[src/common/scd_pkg.sv]
// constants, types and opcodes shared by the serial command decoder
package scd_pkg;

	// clock rates; clk doubles as the converter master clock
	localparam int CLK_PERIOD_NS = 100;
	localparam int MCLK_PERIOD_NS = 100;

	// reset opcode completion time in master clock periods, then in clk cycles
	localparam int RESET_MASTER_PERIODS = 18;
	localparam int RESET_CYCLES_I =
		(RESET_MASTER_PERIODS * MCLK_PERIOD_NS + CLK_PERIOD_NS - 1) / CLK_PERIOD_NS;
	localparam logic [4:0] RESET_CYCLES = 5'(RESET_CYCLES_I);

	// system and data opcodes
	localparam logic [7:0] OP_WAKE = 8'h02;
	localparam logic [7:0] OP_STANDBY = 8'h04;
	localparam logic [7:0] OP_RESET = 8'h06;
	localparam logic [7:0] OP_START = 8'h08;
	localparam logic [7:0] OP_STOP = 8'h0A;
	localparam logic [7:0] OP_CONT_READ = 8'h10;
	localparam logic [7:0] OP_CONT_READ_STOP = 8'h11;
	localparam logic [7:0] OP_SINGLE_READ = 8'h12;

	// register access opcodes: top three bits of each byte
	localparam logic [2:0] OP_REG_READ = 3'h1;
	localparam logic [2:0] OP_REG_WRITE = 3'h2;
	localparam logic [2:0] OP_COUNT_PREFIX = 3'h0;

	// register addresses
	localparam logic [4:0] ADDR_ID = 5'h00;
	localparam logic [4:0] ADDR_CONFIG_REG_ONE = 5'h01;
	localparam logic [4:0] ADDR_CONFIG2 = 5'h02;
	localparam logic [4:0] ADDR_CONFIG3 = 5'h03;
	localparam logic [4:0] ADDR_CH_FIRST = 5'h05;
	localparam logic [4:0] ADDR_CH_LAST = 5'h0C;
	localparam logic [4:0] ADDR_FAULT_P = 5'h12;
	localparam logic [4:0] ADDR_FAULT_N = 5'h13;

	// reset values; the identity value is arbitrary
	localparam logic [7:0] RST_ID = 8'hA5;
	localparam logic [7:0] RST_CONFIG_REG_ONE = 8'h01;
	localparam logic [7:0] RST_CONFIG2 = 8'h60;
	localparam logic [7:0] RST_CONFIG3 = 8'h40;
	localparam logic [7:0] RST_CHSET = 8'h10;
	localparam logic [7:0] RST_OTHER = 8'h00;

	// chain-input enable bit in configuration register one
	localparam int CFG1_CHAIN_BIT = 6;

	// output frame: 24-bit status then eight 16-bit channel words
	localparam int NUM_CH = 8;
	localparam int FRAME_W = 152;

	typedef struct packed {
		logic [23:0] status;
		logic [NUM_CH-1:0][15:0] chan;
	} scd_frame_t;

	// serial pins after synchronisation, with sclk edge pulses
	typedef struct packed {
		logic sclk_rise;
		logic sclk_fall;
		logic cs_n;
		logic din;
		logic chain_in;
	} scd_pins_t;

	// byte sequencer states
	typedef enum logic [1:0] {
		SCD_OPCODE = 2'b00,
		SCD_COUNT = 2'b01,
		SCD_WR_DATA = 2'b10,
		SCD_RD_DATA = 2'b11
	} scd_state_t;

endpackage

[src/rtl/scd_cmd_chain.sv]
// serial command decoder with daisy-chain output shifter
`timescale 1ns/1ps
module scd_cmd_chain (
	input wire logic clk,
	input wire logic rst_n,
	input wire logic sclk,
	input wire logic cs_n,
	input wire logic din,
	input wire logic chain_in,
	input wire logic conv_done,
	input scd_pkg::scd_frame_t frame_in,
	output logic dout,
	output logic conversion_ready_n,
	output logic converting,
	output logic cont_read,
	output logic standby,
	output logic reset_busy,
	output logic filter_restart
);
	scd_pkg::scd_pins_t pins;
	scd_pkg::scd_state_t state;
	logic [7:0] regs [0:31];
	logic [2:0] byte_bits;
	logic [6:0] byte_sr;
	logic is_read;
	logic [4:0] addr;
	logic [4:0] left;
	logic stop_pending;
	logic [4:0] rst_cnt;
	logic [scd_pkg::FRAME_W-1:0] frame_hold;
	logic [scd_pkg::FRAME_W-1:0] out_sr;
	logic out_is_data;
	logic chain_en;
	logic sel;
	logic fall7;
	logic fall8;
	logic [7:0] op7;
	logic [7:0] op8;
	logic accept;
	logic do_wake;
	logic do_standby;
	logic do_reset;
	logic do_start;
	logic do_stop;
	logic do_single;
	logic do_cont;
	logic do_cont_stop;
	logic rd_first;
	logic wr_first;
	logic rd_load;
	logic wr_store;
	logic cfg1_change;
	logic frame_take;
	logic fill_bit;

	// power-on and reset-opcode contents of each register
	function automatic logic [7:0] reg_default(input logic [4:0] a);
		if (a == scd_pkg::ADDR_ID) begin
			return scd_pkg::RST_ID;
		end else if (a == scd_pkg::ADDR_CONFIG_REG_ONE) begin
			return scd_pkg::RST_CONFIG_REG_ONE;
		end else if (a == scd_pkg::ADDR_CONFIG2) begin
			return scd_pkg::RST_CONFIG2;
		end else if (a == scd_pkg::ADDR_CONFIG3) begin
			return scd_pkg::RST_CONFIG3;
		end else if (a >= scd_pkg::ADDR_CH_FIRST && a <= scd_pkg::ADDR_CH_LAST) begin
			return scd_pkg::RST_CHSET;
		end
		return scd_pkg::RST_OTHER;
	endfunction

	// identity and fault status stay read-only
	function automatic logic reg_writable(input logic [4:0] a);
		return a != scd_pkg::ADDR_ID && a != scd_pkg::ADDR_FAULT_P
			&& a != scd_pkg::ADDR_FAULT_N;
	endfunction

	scd_pin_sync scd_pin_sync_inst (
		.clk(clk),
		.rst_n(rst_n),
		.sclk(sclk),
		.cs_n(cs_n),
		.din(din),
		.chain_in(chain_in),
		.pins(pins)
	);

	// byte framing: fall count and the bits gathered so far
	assign sel = ~pins.cs_n;
	assign fall7 = sel & pins.sclk_fall & (byte_bits == 3'h6);
	assign fall8 = sel & pins.sclk_fall & (byte_bits == 3'h7);
	assign op7 = {byte_sr[5:0], pins.din, 1'b0};
	assign op8 = {byte_sr[6:0], pins.din};
	assign chain_en = regs[scd_pkg::ADDR_CONFIG_REG_ONE][scd_pkg::CFG1_CHAIN_BIT];

	// opcode decode; during reset completion nothing is taken
	always_comb begin
		accept = (state == scd_pkg::SCD_OPCODE) && !reset_busy;
		do_wake = accept && fall7 && op7 == scd_pkg::OP_WAKE;
		// standby only listens for wake
		accept = accept && !standby;
		do_standby = accept && fall7 && op7 == scd_pkg::OP_STANDBY;
		do_reset = accept && fall7 && op7 == scd_pkg::OP_RESET;
		do_start = accept && fall7 && op7 == scd_pkg::OP_START;
		do_stop = accept && fall7 && op7 == scd_pkg::OP_STOP;
		do_single = accept && fall7 && op7 == scd_pkg::OP_SINGLE_READ;
		do_cont = accept && fall8 && op8 == scd_pkg::OP_CONT_READ;
		do_cont_stop = accept && fall8 && op8 == scd_pkg::OP_CONT_READ_STOP;
		rd_first = accept && fall8 && op8[7:5] == scd_pkg::OP_REG_READ && !cont_read;
		wr_first = accept && fall8 && op8[7:5] == scd_pkg::OP_REG_WRITE;
		rd_load = fall8 && ((state == scd_pkg::SCD_COUNT && is_read)
			|| (state == scd_pkg::SCD_RD_DATA && left != 5'h00));
		wr_store = fall8 && state == scd_pkg::SCD_WR_DATA;
		cfg1_change = wr_store && addr == scd_pkg::ADDR_CONFIG_REG_ONE
			&& op8 != regs[scd_pkg::ADDR_CONFIG_REG_ONE];
	end

	// bit counter restarts whenever chip select goes high
	always_ff @(posedge clk) begin
		if (!rst_n || pins.cs_n) begin
			byte_bits <= 3'h0;
			byte_sr <= 7'h00;
		end else if (pins.sclk_fall) begin
			byte_bits <= byte_bits + 3'h1;
			byte_sr <= op8[6:0];
		end
	end

	// multibyte sequencer; other bytes fall through as no-ops
	always_ff @(posedge clk) begin
		if (!rst_n || pins.cs_n) begin
			state <= scd_pkg::SCD_OPCODE;
			is_read <= 1'b0;
			addr <= 5'h00;
			left <= 5'h00;
		end else begin
			case (state)
				scd_pkg::SCD_OPCODE: begin
					if (rd_first || wr_first) begin
						state <= scd_pkg::SCD_COUNT;
						is_read <= rd_first;
						addr <= op8[4:0];
					end
				end
				scd_pkg::SCD_COUNT: begin
					if (fall8) begin
						// count byte carries registers minus one
						left <= op8[4:0];
						state <= is_read ? scd_pkg::SCD_RD_DATA : scd_pkg::SCD_WR_DATA;
						addr <= is_read ? addr + 5'h01 : addr;
					end
				end
				scd_pkg::SCD_RD_DATA: begin
					if (fall8) begin
						if (left == 5'h00) begin
							state <= scd_pkg::SCD_OPCODE;
						end else begin
							left <= left - 5'h01;
							addr <= addr + 5'h01;
						end
					end
				end
				scd_pkg::SCD_WR_DATA: begin
					if (fall8) begin
						addr <= addr + 5'h01;
						if (left == 5'h00) begin
							state <= scd_pkg::SCD_OPCODE;
						end else begin
							left <= left - 5'h01;
						end
					end
				end
				default: begin
					state <= scd_pkg::SCD_OPCODE;
				end
			endcase
		end
	end

	// register file; the reset opcode reloads every default
	always_ff @(posedge clk) begin
		if (!rst_n || do_reset) begin
			for (int i = 0; i < 32; i++) begin
				regs[i] <= reg_default(5'(i));
			end
		end else if (wr_store && reg_writable(addr)) begin
			regs[addr] <= op8;
		end
	end

	// mode flags: continuous read from power-up, standby by opcode
	always_ff @(posedge clk) begin
		if (!rst_n) begin
			cont_read <= 1'b1;
			standby <= 1'b0;
		end else begin
			if (do_cont || do_reset) begin
				cont_read <= 1'b1;
			end else if (do_cont_stop) begin
				cont_read <= 1'b0;
			end
			if (do_standby) begin
				standby <= 1'b1;
			end else if (do_wake) begin
				standby <= 1'b0;
			end
		end
	end

	// conversion run control; stop waits for the frame in flight
	always_ff @(posedge clk) begin
		if (!rst_n) begin
			converting <= 1'b0;
			stop_pending <= 1'b0;
		end else begin
			if (do_start) begin
				converting <= 1'b1;
			end else if (conv_done && stop_pending) begin
				converting <= 1'b0;
			end
			if (do_stop && converting) begin
				stop_pending <= 1'b1;
			end else if (conv_done || !converting) begin
				stop_pending <= 1'b0;
			end
		end
	end

	// reset completion timer and filter restart pulse
	always_ff @(posedge clk) begin
		if (!rst_n) begin
			rst_cnt <= 5'h00;
			reset_busy <= 1'b0;
			filter_restart <= 1'b0;
		end else begin
			filter_restart <= do_reset | cfg1_change;
			if (do_reset) begin
				rst_cnt <= scd_pkg::RESET_CYCLES;
				reset_busy <= 1'b1;
			end else if (rst_cnt != 5'h00) begin
				rst_cnt <= rst_cnt - 5'h01;
				reset_busy <= rst_cnt != 5'h01;
			end
		end
	end

	// latest result kept for single reads
	assign frame_take = conv_done && converting && !standby;
	always_ff @(posedge clk) begin
		if (!rst_n) begin
			frame_hold <= '0;
		end else if (frame_take) begin
			frame_hold <= frame_in;
		end
	end

	// ready goes low on a new result; a result in the same cycle wins
	always_ff @(posedge clk) begin
		if (!rst_n) begin
			conversion_ready_n <= 1'b1;
		end else if (frame_take) begin
			conversion_ready_n <= 1'b0;
		end else if ((sel && pins.sclk_fall) || do_start) begin
			conversion_ready_n <= 1'b1;
		end
	end

	// behind a data frame chain mode feeds the far device in, else data recirculates; register reads fill zeros
	always_comb begin
		if (!out_is_data) begin
			fill_bit = 1'b0;
		end else if (chain_en) begin
			fill_bit = pins.chain_in;
		end else begin
			fill_bit = out_sr[scd_pkg::FRAME_W-1];
		end
	end

	// output shifter; loads win over a shift in the same cycle
	always_ff @(posedge clk) begin
		if (!rst_n) begin
			out_sr <= '0;
			out_is_data <= 1'b0;
			dout <= 1'b0;
		end else begin
			if (rd_load) begin
				out_sr <= {regs[addr], {(scd_pkg::FRAME_W-8){1'b0}}};
				out_is_data <= 1'b0;
			end else if (do_single) begin
				out_sr <= frame_hold;
				out_is_data <= 1'b1;
			end else if (frame_take && cont_read) begin
				out_sr <= frame_in;
				out_is_data <= 1'b1;
			end else if (sel && pins.sclk_rise) begin
				// synced chain level is still the pre-edge bit: the spare bit
				out_sr <= {out_sr[scd_pkg::FRAME_W-2:0], fill_bit};
			end
			if (sel && pins.sclk_rise) begin
				dout <= out_sr[scd_pkg::FRAME_W-1];
			end
		end
	end
endmodule // scd_cmd_chain

[src/rtl/scd_pin_sync.sv]
// two-flop synchronisers for the serial pins and sclk edge finder
`timescale 1ns/1ps
module scd_pin_sync (
	input wire logic clk,
	input wire logic rst_n,
	input wire logic sclk,
	input wire logic cs_n,
	input wire logic din,
	input wire logic chain_in,
	output scd_pkg::scd_pins_t pins
);
	logic [3:0] raw;
	logic [3:0] meta;
	logic [3:0] stable;
	logic sclk_prev;

	assign raw = {sclk, cs_n, din, chain_in};

	// one synchroniser per pin; meta feeds only the second stage
	genvar g;
	generate
		for (g = 0; g < 4; g++) begin : g_sync
			always_ff @(posedge clk) begin
				if (!rst_n) begin
					meta[g] <= (g == 2) ? 1'b1 : 1'b0;
					stable[g] <= (g == 2) ? 1'b1 : 1'b0;
				end else begin
					meta[g] <= raw[g];
					stable[g] <= meta[g];
				end
			end
		end
	endgenerate

	// third stage of sclk, used only for edge detection
	always_ff @(posedge clk) begin
		if (!rst_n) begin
			sclk_prev <= 1'b0;
		end else begin
			sclk_prev <= stable[3];
		end
	end

	assign pins.sclk_rise = stable[3] & ~sclk_prev;
	assign pins.sclk_fall = ~stable[3] & sclk_prev;
	assign pins.cs_n = stable[2];
	assign pins.din = stable[1];
	assign pins.chain_in = stable[0];
endmodule // scd_pin_sync

[config.mk]
export PLATFORM = sky130hd
export DESIGN_NAME = scd_cmd_chain
export DESIGN_NICKNAME = d
export VERILOG_FILES = /design/src/common/scd_pkg.sv /design/src/rtl/scd_cmd_chain.sv /design/src/rtl/scd_pin_sync.sv
export SDC_FILE = /design/constraint.sdc
export NUM_CORES = 1
export LEC_CHECK = 0
export BUFFER_PORTS_ARGS = -buffer_cell sky130_fd_sc_hd__buf_2
export CAP_MARGIN = 5
export CORE_MARGIN = 4
export CORE_UTILIZATION = 35
export DETAILED_ROUTE_END_ITERATION = 8
export GPL_ROUTABILITY_DRIVEN = 0
export MAX_ROUTING_LAYER = met4
export SLEW_MARGIN = 20
export SYNTH_ARGS = -nofsm -noshare
export SYNTH_HDL_FRONTEND = slang
export SYNTH_HIERARCHICAL = 1
export SYNTH_SLANG_ARGS = --single-unit
[constraint.sdc]
create_clock -name clk -period 3.3 [get_ports clk]
set_input_delay 0.165 -clock clk [delete_from_list [all_inputs] [get_ports clk]]
set_output_delay 0.165 -clock clk [all_outputs]
set_load 0.03 [all_outputs]
### After elaboration in Yosys (flattened, before gate mapping)

Memories as Yosys holds them, arrays and structs flattened. A register that Yosys moved wholly into a read port is not among the register bits.
Index checks and enable logic that the tools add are counted.

| storage, ports and cells | value |
|---|---|
| bits in registers | 350 |
| ROM bits | 0 |
| RAM bits | 256 |
| bits in latches | 0 |
| logic and storage cells | 198 |
| output and inout port bits | 7 |
| memories kept | 1 |

Memories:

| memory | depth | width | rd ports | clocked after memory_dff | wr ports | line | RTL |
|---|---|---|---|---|---|---|---|
| regs | 32 | 8 | 2 | 1 | 32 | scd_cmd_chain.sv:22 | `logic [7:0] regs [0:31];` |

| operators by class | value |
|---|---|
| multipliers | 0 |
| bitwise operators | 10 |
| add/sub/neg operators | 4 |
| divide/modulo/power cells | 0 |
| muxes and demuxes | 58 |
| $lt $le $gt $ge | 0 |
| shift operators | 0 |
| equality and inequality tests | 29 |
| reduce and logical (&&, ||, !) cells | 67 |

Operators by type and width:

| kind | number |
|---|---|
| two-way mux 152 bit | 4 |
| two-way mux 5 bit | 15 |
| two-way mux 8 bit | 7 |
| logical AND 1 bit | 32 |
| two-way mux 1 bit | 23 |
| one-hot mux 5 bit (4 select lines) | 1 |
| equality test 8 x 5 -> 1 bit (second input constant) | 2 |
| nonzero test 5 bit | 3 |
| equality test 7 x 2 -> 1 bit (second input constant) | 2 |
| equality test 7 x 3 -> 1 bit (second input constant) | 2 |
| two-way mux 7 bit | 2 |
| nonzero test 2 bit | 7 |
| inequality test 2 bit (second input constant) | 6 |
| inequality test 5 bit (second input constant) | 2 |
| one-hot mux 5 bit (2 select lines) | 1 |
| subtractor 5 x 1 -> 5 bit (second input constant) | 2 |
| two-way mux 2 bit | 4 |
| inequality test 8 bit | 1 |
| AND reduction 4 bit | 2 |
| OR reduction 2 bit | 4 |
| OR reduction 8 bit | 1 |
| equality test 7 x 1 -> 1 bit (second input constant) | 1 |
| equality test 7 x 4 -> 1 bit (second input constant) | 1 |
| logical OR 1 bit | 7 |
| other kinds (21) | 36 |

### Depth between registers and ports, before layout

| depth | value |
|---|---|
| depth after elaboration | 12 |
| gate-level depth with buffers | 10 |
| depth with buffers taken out | 8 |

### Cells and area by module

Netlist, hierarchy kept.

Modules (own cells, without submodules):

| module | area an instance (µm²) | times used | cells each | sequential area each (µm²) |
|---|---|---|---|---|
| scd_cmd_chain | 27118.5 | 1 | 2885 | 14614.0 |
| scd_pin_sync | 271.5 | 1 | 23 | 180.2 |

### Least setup slack after synthesis

No wires, ideal clock.

| timing path | value |
|---|---|
| kind | flip-flop to flip-flop |
| start | register addr[0] |
| end | memory regs[17][0], enable pin |
| data arrival time | 2640 ps |
| cell stages (with the launch flop) | 9 |
| setup slack | 276 ps |
| path buffers | 2 |
| period minus slack after synthesis | 3024 ps |
| cell sequence | dfxtp_1 > inv_1 > ha_1 > or3b_4 > a311oi_4 > o2111ai_2 > buf_2 > buf_6 > o21ai_0 |

RTL lines:

| what | line | RTL |
|---|---|---|
| start: declaration | scd_cmd_chain.sv:26 | `logic [4:0] addr;` |
| start signal: assignment | scd_cmd_chain.sv:142 | `addr <= op8[4:0];` |
| start signal: assignment | scd_cmd_chain.sv:150 | `addr <= is_read ? addr + 5'h01 : addr;` |
| start signal: assignment | scd_cmd_chain.sv:159 | `addr <= addr + 5'h01;` |
| end: declaration | scd_cmd_chain.sv:22 |  |

==> impl_results.md <==
- Net switching fraction of the power: 0.216
- Drt first pass iters: 5
- Die area: 82800 sq um
- Slowest-stage cell, CP: or3b_4
- Syn Area/Cell: 9.42 sq um
- Sw Pwr: 0.00362 W
- Synth Instances: 2908
- Crit share post-route: 0.860
- DRC violations left: 0
- Critical Path Fanout Max: 25
- Site Rows: 102
- Final nets: 3325
- TritonCTS buffer count: 69
- Worst r2r src: addr[0]
- Register area: 14800 sq um
- Family with the most delay on the worst path: compound AO/OA/AOI/OAI gates
- Least-Margin Pin Slew: 1000 ps
- Rel. slew slack: 0.329
- Root buffer cell: clkbuf_16
- Routed vias: 21.9k
- Area growth, synth to finish: 21.8%
- Vias in the first global route: 20.6k
- Final min period: 2840 ps
- Setup ws final: 461 ps
- WHS Path Cells: 2
- Max Cap Viol: 0
- Fraction of power consumed by sequential logic: 0.486
- Setup TNS: 0 ps
- Max VDD drop: 0.315 mV
- DIE HEIGHT: 288 microns
- Clock sink total: 611
- Synth warn: 6
- First-pass GRT wire length: 120000 microns
- Hold path start: rst_n
- R2R Path End: regs[13][5]
- Hold Fails Final Rpt: 0
- Setup CP Type: reg2reg
- HPWL after detailed placement: 45600 microns
- Cell mode on critical path: buf_4
- Routed length per instance: 18.0 microns
- Slew Limit Fails: 0
- Layout cells sized above 1: 0.136
- Asr flop ratio synth: 0
- Clk buf depth: 3
- WP data arrival: 3150 ps
- Buffers on Ports: 165
- Comb pwr share: 0.047
- Sequential element share of the synthesized area: 0.540
- Clk_skew: 17.2 ps
- Startpoint types: flip-flop
- Iter 0 DRT Violations: 1965
- Reg2Reg Depth: 8
- Htree depth: 3
- Post-synth EDFFs: 256
- Main flop type after synthesis: dfxtp_1
- Multi-input logic area: 11600 sq um
- CTS clock-pin slew for the worst setup and hold paths: 60 ps
- Fmax: 352 MHz
- Largest net degree at the start of global routing: 180
- DP Worst Slack: 483 ps
- Hold endpoint: conversion_ready_n
- Total congestion overflow: 0
- P_leak: 11.6 nW
- Setup violations, final: 0
- WL final: 76700 microns
- Distinct cells, synth: 65
- Status: finished clean
- Unrepaired setup endpoints after global routing: false
- Crit. Startpoint: addr[0]
- Cell Chain, Critical Path: inv_1 > ha_1 > or3b_4 > a311oi_4 > o2111ai_2 > buf_4 > o21ai_0 > buf_4
- Initial antenna violation count: 4
- Post-route ant nets: 0
- # IOs: 166
- Reg-to-reg slack, setup: 460 ps
- Filler cells: 7369
- Power Dens Cells: 501 nW/um^2
- Gr usage total: 0.186
- Clk Latency, worst-skew pair: 600 ps
- Crit path buf inv count: 3
- Hold Path Class: in2reg
- Clock tree from TritonCTS: yes
- Clock power share: 0.467
- Die W: 288 microns
- Via density: 5.14
- Resize count post-CTS: 0
- Crit-path max cell delay: 390 ps
- Area of the core: 77500 sq um
- Required time worst endpoint: 3610 ps
- Element type at the critical path end: flip-flop
- Seq cells post-synth: 611
- Starting density of the core: 0.354
- Cell Area, Synth: 27400 sq um
- Int Pwr: 0.0131 W
## cell families after synthesis
kind of cell,Yosys count,synth area share
other,2,0.000274
multiplexers,84,0.0600
AO/OA/AOI/OAI,593,0.132
flip-flops,611,0.540
adder cells (fa/ha/maj),11,0.00502
buffers and inverters,276,0.0417
XOR/XNOR,11,0.00352
AND/OR/NAND/NOR,1320,0.218
## layout by cell type, fill, tap and decap left out, types with 64 or more instances in the layout
master         instances
a21oi_1              317
and2_1               204
buf_2                165
buf_4                 65
clkbuf_16             74
dfxtp_1              352
dlygate4sd3_1        158
edfxtp_1             256
mux4_2                64
nand2_1              754
nand3_1              157
nor2_1                79
o211ai_1             152
## Yosys cell counts (all sizes together) (18+ instances only)
library cell / number / share of area
nand2: 755 / 0.10
mux4: 64 / 0.053
inv: 23 / 0.0032
edfxtp: 256 / 0.28
dfxtp: 355 / 0.26
o21ai: 48 / 0.0088
a21oi: 317 / 0.058
and2: 205 / 0.047
nor2: 82 / 0.012
clkbuf: 195 / 0.027
nor3: 49 / 0.0090
o211ai: 152 / 0.042
buf: 58 / 0.012
mux2i: 18 / 0.0066
nand3: 158 / 0.029
## state kept, by name, summed over array words and instances (netlist names), 2 cells and up, named ones only
register,cells
out_sr,152
scd_pin_sync_inst/meta,4
frame_hold,152
state,2
left,5
byte_bits,3
byte_sr,7
addr,5
rst_cnt,5
regs,256
scd_pin_sync_inst/pins,3
## worst register-to-register path, stage by stage (launching register included)
cell and delay [ps]:
dfxtp_1 380, inv_1 120, ha_1 240, or3b_4 390, a311oi_4 380, o2111ai_2 160, buf_4 270, o21ai_0 390
buf_4 230
## power groups by stage
stage / clock, W / combinational (W) / sequential [W]
after floorplan: 0 / 0.000329 / 0.00825
final: 0.00781 / 0.000782 / 0.00813
after global routing: 0.00829 / 0.000847 / 0.00814
after global placement: 0 / 0.000618 / 0.00829
after detailed placement: 0 / 0.000623 / 0.00829
after CTS: 0.00799 / 0.000785 / 0.00813
## per-layer routing
metal,track usage,wire (microns)
met1,0.255,34800
met2,0.285,35400
met3,0.0337,4810
met4,0.0518,1760
met5,-,0
## worst max-delay path by stage
stage                        endpoint  slack, ps  cells after the start
after detailed placement  regs[27][3]        480                      8
after global placement    regs[24][2]        520                      8
after floorplan           regs[17][0]        280                      8
after global routing      regs[24][5]        280                      8
final                     regs[13][5]        460                      8
after CTS                 regs[27][7]        470                      8
## repair_timing
item                                   4_1_cts  5_1_grt
endpoints found under the hold margin      301        0
hold buffers                               158        0
buffers inserted                             0        0
## stage by stage
| step | instances | cell area, sq um | power, W | hold WS, ps | util |
|---|---|---|---|---|---|
| 6_report | 4254 | 33400 | 0.0167 | 38.2 | 0.431 |
| 2_1_floorplan | 2930 | 27500 | 0.00858 | 238 | - |
| 3_3_place_gp | 3966 | 29500 | 0.00891 | 353 | 0.380 |
| 5_1_grt | 4252 | 33400 | 0.0173 | 46.4 | 0.431 |
| 3_5_place_dp | 3966 | 29500 | 0.00892 | 350 | 0.380 |
| 4_1_cts | 4249 | 33300 | 0.0169 | 7.01 | 0.430 |
## final cells by class
type                            count  area share
Tap cell                         1040      0.0390
Inverter                           23     0.00274
Antenna cell                        5    0.000375
Multi-Input combinational cell   2043       0.347
Sequential cell                   611       0.444
Clock inverter                     27     0.00941
Clock buffer                       98      0.0597
Timing Repair Buffer              407      0.0982
Power figures use the tool's default switching activity.
